[src/inc/ncfg_pkg.sv]
/*
 * Constants of the configuration byte bank: offsets, field positions and
 * reset values. Assumes the user includes nothing else and uses ncfg_pkg::.
 */
`default_nettype none
package ncfg_pkg;
	// ----------------------------------------------------------------
	// Register offsets
	// ----------------------------------------------------------------
	localparam logic [7:0] OFF_FEATURE_SETUP_A = 8'h52;
	localparam logic [7:0] OFF_FEATURE_SETUP_B = 8'h53;
	localparam logic [7:0] OFF_CARDBUS_CFG     = 8'h54;

	// ----------------------------------------------------------------
	// Field positions of feature_setup_a
	// ----------------------------------------------------------------
	localparam int A_IO_SPACE_MAPPED    = 2;
	localparam int A_VPD_ENABLE         = 1;
	localparam int A_POWER_EVENT_ENABLE = 0;

	// ----------------------------------------------------------------
	// Field positions of feature_setup_b and of the CardBus configuration byte
	// ----------------------------------------------------------------
	localparam int B_RESERVED           = 7;
	localparam int B_REMOTE_MGMT_ENABLE = 6;
	localparam int B_MSI_ENABLE         = 5;
	localparam int B_AUX_STATUS         = 4;
	localparam int B_SLOT_WIDTH_FLAG    = 3;
	localparam int B_CLK_FREQ_HI        = 2;
	localparam int B_CLK_FREQ_LO        = 0;
	localparam int CARDBUS_MODE_BIT     = 3;

	// ----------------------------------------------------------------
	// Reset and constant values
	// ----------------------------------------------------------------
	localparam logic       RESERVED_READ_VALUE = 1'h1;
	localparam logic       REMOTE_MGMT_RESET   = 1'h0;
	localparam logic       MSI_RESET           = 1'h0;
	localparam logic       VPD_RESET           = 1'h0;
	localparam logic       POWER_EVENT_RESET   = 1'h0;
	localparam logic       AUX_STATUS_RESET    = 1'h0;
	localparam logic [7:0] READ_ZERO           = 8'h00;
	localparam logic [7:0] VPD_EEPROM_FIRST    = 8'h40;
	localparam logic [7:0] VPD_EEPROM_LAST     = 8'h7F;
	localparam int         SYNC_STAGES         = 2;
endpackage : ncfg_pkg
`default_nettype wire

[src/hdl/ncfg_sync.sv]
/*
 * Two-flop synchroniser for a group of level inputs from the pins.
 * Assumes the inputs are quasi-static levels, not pulses.
 */
`default_nettype none
module ncfg_sync #(
	parameter int WIDTH = 1
) (
	// Clock and reset
	input  wire logic             sys_clk_i,
	input  wire logic             rst_i,
	input  wire logic             clk_en_i,
	// Data
	input  wire logic [WIDTH-1:0] async_i,
	output logic      [WIDTH-1:0] sync_o
);
	logic [WIDTH-1:0] meta_reg;
	logic [WIDTH-1:0] sync_reg;

	// First stage feeds only the second stage
	always_ff @(posedge sys_clk_i or posedge rst_i) begin
		if (rst_i) begin
			meta_reg <= '0;
			sync_reg <= '0;
		end else if (clk_en_i) begin
			meta_reg <= async_i;
			sync_reg <= meta_reg;
		end
	end

	assign sync_o = sync_reg;
endmodule : ncfg_sync
`default_nettype wire

[src/hdl/ncfg_bank.sv]
/*
 * Configuration byte bank: feature_setup_a (lower fields) and
 * feature_setup_b, with autoload from the configuration EEPROM.
 * Assumes a simple byte register port on sys_clk_i and an autoload engine
 * that presents the stored byte with a one-cycle done strobe.
 */
`default_nettype none
module ncfg_bank (
	// Clock, reset, enable
	input  wire logic       sys_clk_i,
	input  wire logic       rst_i,
	input  wire logic       clk_en_i,
	// Register port
	input  wire logic [7:0] reg_addr_i,
	input  wire logic       reg_wr_i,
	input  wire logic [7:0] reg_wdata_i,
	input  wire logic       reg_rd_i,
	output logic      [7:0] reg_rdata_o,
	output logic            reg_rvalid_o,
	// EEPROM autoload
	input  wire logic       autoload_done_i,
	input  wire logic [7:0] eeprom_cfg_i,
	// Same-clock status from neighbouring logic
	input  wire logic       cardbus_mode_i,
	input  wire logic       io_space_mapped_i,
	// Pins
	input  wire logic       pci_rst_pin_i,
	input  wire logic       aux_power_pin_i,
	input  wire logic       slot_width_pin_i,
	input  wire logic [2:0] bus_clock_freq_pin_i,
	// Feature controls
	output logic            remote_mgmt_enable_o,
	output logic            asf_autoload_en_o,
	output logic            smbus_enable_o,
	output logic            smbus_arp_enable_o,
	output logic            msi_enable_o,
	output logic            vpd_enable_o,
	output logic            power_event_enable_o
);
	// ----------------------------------------------------------------
	// Pin synchronisers
	// ----------------------------------------------------------------
	logic [5:0] pins_sync;

	ncfg_sync #(
		.WIDTH (6)
	) u_sync (
		.sys_clk_i (sys_clk_i),
		.rst_i     (rst_i),
		.clk_en_i  (clk_en_i),
		.async_i   ({pci_rst_pin_i, aux_power_pin_i, slot_width_pin_i, bus_clock_freq_pin_i}),
		.sync_o    (pins_sync)
	);

	wire       pci_rst_s    = pins_sync[5];
	wire       aux_power_s  = pins_sync[4];
	wire       slot_width_s = pins_sync[3];
	wire [2:0] clk_freq_s   = pins_sync[2:0];

	// ----------------------------------------------------------------
	// Decode
	// ----------------------------------------------------------------
	wire hit_a = (reg_addr_i == ncfg_pkg::OFF_FEATURE_SETUP_A);
	wire hit_b = (reg_addr_i == ncfg_pkg::OFF_FEATURE_SETUP_B);
	wire wr_a  = reg_wr_i && hit_a;
	wire wr_b  = reg_wr_i && hit_b;

	logic remote_mgmt_reg, remote_mgmt_next;
	logic msi_reg,         msi_next;
	logic vpd_reg,         vpd_next;
	logic pev_reg,         pev_next;
	logic aux_status_reg,  aux_status_next;
	logic [7:0] rdata_reg, rdata_next;
	logic rvalid_reg;

	// Autoload wins over a software write in the same cycle
	wire load_mgmt = eeprom_cfg_i[ncfg_pkg::B_REMOTE_MGMT_ENABLE];
	wire wr_mgmt   = reg_wdata_i[ncfg_pkg::B_REMOTE_MGMT_ENABLE];

	assign remote_mgmt_next = cardbus_mode_i ? 1'h0 :
		autoload_done_i ? load_mgmt :
		wr_b ? wr_mgmt : remote_mgmt_reg;
	assign msi_next = autoload_done_i ? eeprom_cfg_i[ncfg_pkg::B_MSI_ENABLE] :
		wr_b ? reg_wdata_i[ncfg_pkg::B_MSI_ENABLE] : msi_reg;
	assign vpd_next = wr_a ? reg_wdata_i[ncfg_pkg::A_VPD_ENABLE] : vpd_reg;
	assign pev_next = wr_a ? reg_wdata_i[ncfg_pkg::A_POWER_EVENT_ENABLE] : pev_reg;
	// Tracks the pin while PCI reset is held, frozen once it is released
	assign aux_status_next = pci_rst_s ? aux_power_s : aux_status_reg;

	// ----------------------------------------------------------------
	// Read data
	// ----------------------------------------------------------------
	wire [7:0] byte_a = {5'h00, io_space_mapped_i, vpd_reg, pev_reg};
	wire [7:0] byte_b = {ncfg_pkg::RESERVED_READ_VALUE, remote_mgmt_reg,
		msi_reg, aux_status_reg, slot_width_s, clk_freq_s};

	assign rdata_next = hit_a ? byte_a :
		hit_b ? byte_b : ncfg_pkg::READ_ZERO;

	// ----------------------------------------------------------------
	// State
	// ----------------------------------------------------------------
	always_ff @(posedge sys_clk_i or posedge rst_i) begin
		if (rst_i) begin
			remote_mgmt_reg <= ncfg_pkg::REMOTE_MGMT_RESET;
			msi_reg         <= ncfg_pkg::MSI_RESET;
			vpd_reg         <= ncfg_pkg::VPD_RESET;
			pev_reg         <= ncfg_pkg::POWER_EVENT_RESET;
			aux_status_reg  <= ncfg_pkg::AUX_STATUS_RESET;
		end else if (clk_en_i) begin
			remote_mgmt_reg <= remote_mgmt_next;
			msi_reg         <= msi_next;
			vpd_reg         <= vpd_next;
			pev_reg         <= pev_next;
			aux_status_reg  <= aux_status_next;
		end
	end

	always_ff @(posedge sys_clk_i or posedge rst_i) begin
		if (rst_i) begin
			rdata_reg  <= ncfg_pkg::READ_ZERO;
			rvalid_reg <= 1'h0;
		end else if (clk_en_i) begin
			rvalid_reg <= reg_rd_i;
			if (reg_rd_i) begin
				rdata_reg <= rdata_next;
			end
		end
	end

	// ----------------------------------------------------------------
	// Outputs
	// ----------------------------------------------------------------
	assign reg_rdata_o          = rdata_reg;
	assign reg_rvalid_o         = rvalid_reg;
	assign remote_mgmt_enable_o = remote_mgmt_reg;
	assign asf_autoload_en_o    = remote_mgmt_reg;
	assign smbus_enable_o       = remote_mgmt_reg;
	assign smbus_arp_enable_o   = remote_mgmt_reg;
	assign msi_enable_o         = msi_reg;
	assign vpd_enable_o         = vpd_reg;
	assign power_event_enable_o = pev_reg;
endmodule : ncfg_bank
`default_nettype wire

[config.mk]
export PLATFORM = sky130hd
export DESIGN_NAME = ncfg_bank
export DESIGN_NICKNAME = d
export VERILOG_FILES = /design/src/inc/ncfg_pkg.sv /design/src/hdl/ncfg_sync.sv /design/src/hdl/ncfg_bank.sv
export SDC_FILE = /design/constraint.sdc
export NUM_CORES = 1
export LEC_CHECK = 0
export BUFFER_PORTS_ARGS = -buffer_cell sky130_fd_sc_hd__buf_2
export CORE_MARGIN = 10
export CORE_UTILIZATION = 49
export DETAILED_ROUTE_END_ITERATION = 10
export PLACE_DENSITY = 0.93
export SYNTH_ARGS = -nofsm -noshare
export SYNTH_HDL_FRONTEND = slang
export SYNTH_SLANG_ARGS = --single-unit
[constraint.sdc]
create_clock -name sys_clk_i -period 2.2 [get_ports sys_clk_i]
set_clock_uncertainty 0.2 [all_clocks]
set_input_delay 0.33 -clock sys_clk_i [delete_from_list [all_inputs] [get_ports sys_clk_i]]
set_output_delay 0.33 -clock sys_clk_i [all_outputs]
set_load 0.02 [all_outputs]
# After elaboration in Yosys (flattened, before gate mapping)
# Cells that the tools add are included.
# op_classes
eq_ne,2
muxes,7
reduce_logical,9
# op_table
op,n
== test 8 x 7 -> 1 bit (second input constant),2
2-to-1 mux 8 bit,2
AND reduction 2 bit,5
2-to-1 mux 1 bit,5
nonzero test 3 bit,1
logical AND 1 bit,2
nonzero test 2 bit,1
# word_totals
reg_bits,26
word_cells,27

# Logic depth before layout (Yosys ltp)
# logic_depth
word_depth,5
depth_mapped,4

# By module
# From an unflattened synthesis, not the netlist that was laid out.
# hier_totals
hier_cells,102
hier_area_um2,1234.9
# by_module_without_submodules
module,instances,cells_per_inst,area_each_um2
ncfg_bank,1,76,747.0
ncfg_sync,1,26,488.0

# Least setup slack after synthesis
# Ideal clock, no wire load.
# synth_path
path_kind,input to register
from,input reg_addr_i[3]
to,"register pev_reg, in the netlist power_event_enable_o"
arrival_time_ps,1312
required_time_ps,1875
slack_ps,563
stages,3
path_buffers,0
cell_sequence,or3b_4 -> nor4_4 -> mux2_2
# synth_between
elab_chain_len,3
# synth_lines
item,line_no,rtl
start: declaration,ncfg_bank.sv:14,"input wire logic [7:0] reg_addr_i,"
== test 8 x 7 -> 1 bit,ncfg_bank.sv:63,wire hit_a = (reg_addr_i == ncfg_pkg::OFF_FEATURE_SETUP_A);
logical AND 1 bit,ncfg_bank.sv:65,wire wr_a = reg_wr_i && hit_a;
AND reduction 2 bit (no source line),--,
end signal: assignment,ncfg_bank.sv:108,pev_reg <= ncfg_pkg::POWER_EVENT_RESET;
end signal: assignment,ncfg_bank.sv:114,pev_reg <= pev_next;
end: declaration,ncfg_bank.sv:71,"logic pev_reg, pev_next;"
# No other way between the ends.
# A chain may end at the register's enable or synchronous reset.

# Worst setup path after layout
# layout_path
from,"register remote_mgmt_reg, in the netlist asf_autoload_en_o"
to,output smbus_arp_enable_o
# layout_lines
item,line_no,rtl
start: declaration,ncfg_bank.sv:68,"logic remote_mgmt_reg, remote_mgmt_next;"
start signal: assignment,ncfg_bank.sv:105,remote_mgmt_reg <= ncfg_pkg::REMOTE_MGMT_RESET;
start signal: assignment,ncfg_bank.sv:111,remote_mgmt_reg <= remote_mgmt_next;
end: declaration,ncfg_bank.sv:35,"output logic smbus_arp_enable_o,"
# No word-level cell between the ends.

==> impl_summary.txt <==
----------------------------------------------------
[Routing]
  Total Wirelength ... 2.71 mm
  Count of nets left with antenna violations after detail routing ... 0
  First-iteration detailed-routing DRC count ... 14
  Drt pass-1 iters ... 4
  Ratio of routed vias to standard cells ... 5.23
  Via count ... 884
  Average wire per cell in the routed design ... 16.0 microns
  DRC ... 0

[Clock network]
  Largest buffer count on any clock path ... 2
  CTS tree ... done
  Clock slew seen by the registers of the worst setup and hold paths ... 0.13 ns
  Postcts setup bufs ... 0
  Clock buffers created by TritonCTS ... 3
  H-tree Lvls ... 1
  Insertion delay of the later-clocked pin in the worst-skew pair ... 0.31 ns
  Clock Tree Root ... sky130_fd_sc_hd__clkbuf_4
  Clock sink total ... 26
  Count of instances resized after the clock tree is built ... 0

[Worst hold path]
  Hold endpoint ... u_sync.meta_reg[0]
  Startpoint of the most critical hold path ... bus_clock_freq_pin_i[0]
  Worst hold stages ... 2
  Min-Delay Path Class ... in2reg

[Run status]
  Status ... complete, no violations

[Worst setup path]
  Critical Path Start Type ... flop
  RR Startpoint ... asf_autoload_en_o
  CP Cell Sequence ... buf_2
  CP max stage delay ... 0.46 ns
  Destination of the worst register-to-register timing path ... asf_autoload_en_o
  Endpoint class of the critical path ... primary output
  Arrival time reported for the critical path endpoint ... 0.98 ns
  Number of buffers and inverters on the critical path ... 1
  Flop-to-flop setup slack ... 0.97 ns
  Number of cell instances on the worst register-to-register path ... 2
  Dominant delay contributor by cell family on the critical path ... flip-flops
  Req. time, crit path ... 1.67 ns
  Crit path max fanout ... 7
  Cell with the largest stage delay on the worst path ... sky130_fd_sc_hd__dfrtp_1
  Type of the setup path with the least slack ... reg2out

[Finish]
  Net total in the final layout ... 180
  Layout-stage area growth over the synthesis result ... 21.6%
  Max FFs per register ... 8
  Antenna fix cells ... 0
  Finished Cell Area ... 1460 sq um
  Fraction of final layout cells with drive strength greater than 1 ... 47.5%

[Timing]
  Setup violators final ... 0
  Sum of negative setup slack ... 0 ns
  Slew Limit Fails ... 0
  Final min period ... 1.51 ns
  Final hold violations ... 0
  Max_slew headroom ... 71.7%
  Worst hold slack ... 0.0367 ns
  Max frequency ... 663 MHz
  Share of the clock period used by the worst path after layout ... 68.6%
  Slew @ Worst Pin ... 0.424 ns
  Setup repair after global routing missed its margin ... false
  Setup slack after layout ... 0.691 ns

[Synthesis]
  Top-count cell post-synth ... sky130_fd_sc_hd__dfrtp_1
  Post-synth top cells ... 26 x sky130_fd_sc_hd__dfrtp_1, 15 x sky130_fd_sc_hd__mux2_2, 13 x sky130_fd_sc_hd__nand2_1, 6 x sky130_fd_sc_hd__o21ai_0
  Post-synth design cell area ... 1200 sq um
  Most instantiated flip-flop cell in the synthesis netlist ... sky130_fd_sc_hd__dfrtp_1
  Synthesized area divided by synthesized cell count ... 12.0 sq um
  Area share of the leading cell type in the synthesized netlist ... 54.1%
  Netlist cell types ... 29
  Yosys top cell by area ... sky130_fd_sc_hd__dfrtp_1
  Cell types with the largest area share after synthesis ... sky130_fd_sc_hd__dfrtp_1 54%, sky130_fd_sc_hd__mux2_2 14%, sky130_fd_sc_hd__nand2_1 4.1%
  Register bit total from synthesis ... 26
  Number of warning messages in the yosys log ... 0
  Sequential fraction of the synthesis area ... 54.1%
  Number of instances in the synthesized netlist ... 100
  Share of async-settable or async-resettable flops after synthesis ... 100%
  Number of enable-type register cells in the synthesized netlist ... 0
  Syn Nets ... 138

[Floorplanning]
  Total I/O pin count ... 54
  Floorplan row count ... 17
  X dimension of the die ... 69.5 microns
  Die height ... 69.5 microns
  Initial core utilization ... 52.8%
  DIE AREA ... 4840 sq um
  Floorplan core area ... 2280 sq um

[Placement]
  Global placement routability congestion ... 0.830
  DP Worst Slack ... 0.380 ns
  Post-detail-place hpwl ... 2.23 mm
  Post-placement cell area ... 1420 sq um
  # port buffers ... 43

[Power]
  Areal power density over the cells ... 642 nW/um^2
  Maximum ir drop on the vdd rail ... 0.436 mV
  Standby leakage power ... 0.711 nW
  Total chip power ... 0.000938 W

[Flow run]
  Maxcap violations ... 0

[Global routing]
  Total congestion overflow after global routing ... 0
  Initial antenna violation count ... 0
  Global-route usage over all layers ... 11.2%
  Number of global-route vias before repair ... 965
  Wire length of the first global-routing pass ... 4.57 mm
  Largest net degree at the start of global routing ... 27

----------------------------------------------------
[per-stage QoR]
step | utilization, % | cells
after floorplan | - | 100
after global placement | 62.2 | 164
after detailed placement | 62.2 | 164
after CTS | 64.3 | 169
after global routing | 64.3 | 169
final | 64.3 | 169
[where the power goes]
group          total (W)  internal (W)  switching [W]
logic           0.000157     0.0000766      0.0000804
registers       0.000546      0.000519      0.0000277
clock network   0.000235      0.000101       0.000134
[cells by family (layout without fill, tap and decap cells)]
logic type             count (synthesis)  count (layout)  synth area share, %
AO/OA/AOI/OAI                         15              15                 8.43
buffers and inverters                 10              51                 4.27
flip-flops                            26              26                 54.1
AND/OR/NAND/NOR                       30              30                 15.8
multiplexers                          19              19                 17.4
[how the worst max path moves through the flow]
stage | end | start | cells after the start | slack, ns
after floorplan | power_event_enable_o | reg_addr_i[3] | 3 | 0.56
after global placement | vpd_enable_o | reg_addr_i[7] | 4 | 0.41
after detailed placement | vpd_enable_o | reg_addr_i[7] | 4 | 0.38
after CTS | smbus_arp_enable_o | asf_autoload_en_o | 1 | 0.69
after global routing | remote_mgmt_enable_o | asf_autoload_en_o | 1 | 0.63
final | smbus_arp_enable_o | asf_autoload_en_o | 1 | 0.69
[placed cells by master, fill, tap and decap left out, types with 2 or more instances in the layout]
| cell | instances |
|---|---|
| sky130_fd_sc_hd__mux2_2 | 15 |
| sky130_fd_sc_hd__o31ai_1 | 4 |
| sky130_fd_sc_hd__and4bb_2 | 2 |
| sky130_fd_sc_hd__nand3_1 | 4 |
| sky130_fd_sc_hd__nand2_1 | 13 |
| sky130_fd_sc_hd__o21ai_0 | 6 |
| sky130_fd_sc_hd__clkbuf_4 | 3 |
| sky130_fd_sc_hd__buf_2 | 43 |
| sky130_fd_sc_hd__inv_1 | 2 |
| sky130_fd_sc_hd__dfrtp_1 | 26 |
| sky130_fd_sc_hd__mux2i_1 | 4 |
[final cells by class]
cell class / instances / area [sq um]
Clock buffer: 4 / 36.3
Fill cell: 180 / 813
Inverter: 2 / 7.51
Multi-Input combinational cell: 64 / 500
Sequential cell: 26 / 651
Tap cell: 28 / 35.0
Timing Repair Buffer: 45 / 233
[timing repair]
action / in CTS / in global routing
endpoints found under the setup margin: 0 / 0
endpoints found under the hold margin: 26 / 0
hold buffers: 1 / 0
[per-layer routing]
metal / vias up / routed length (microns) / track usage (%)
met5: - / 0 / 0
met1: 411 / 1020 / 10.8
li1: 442 / - / -
met3: 4 / 169 / 3.57
met2: 27 / 1480 / 22.1
met4: 0 / 31 / 2.66
Note: power is estimated with default switching activity, not from simulation.
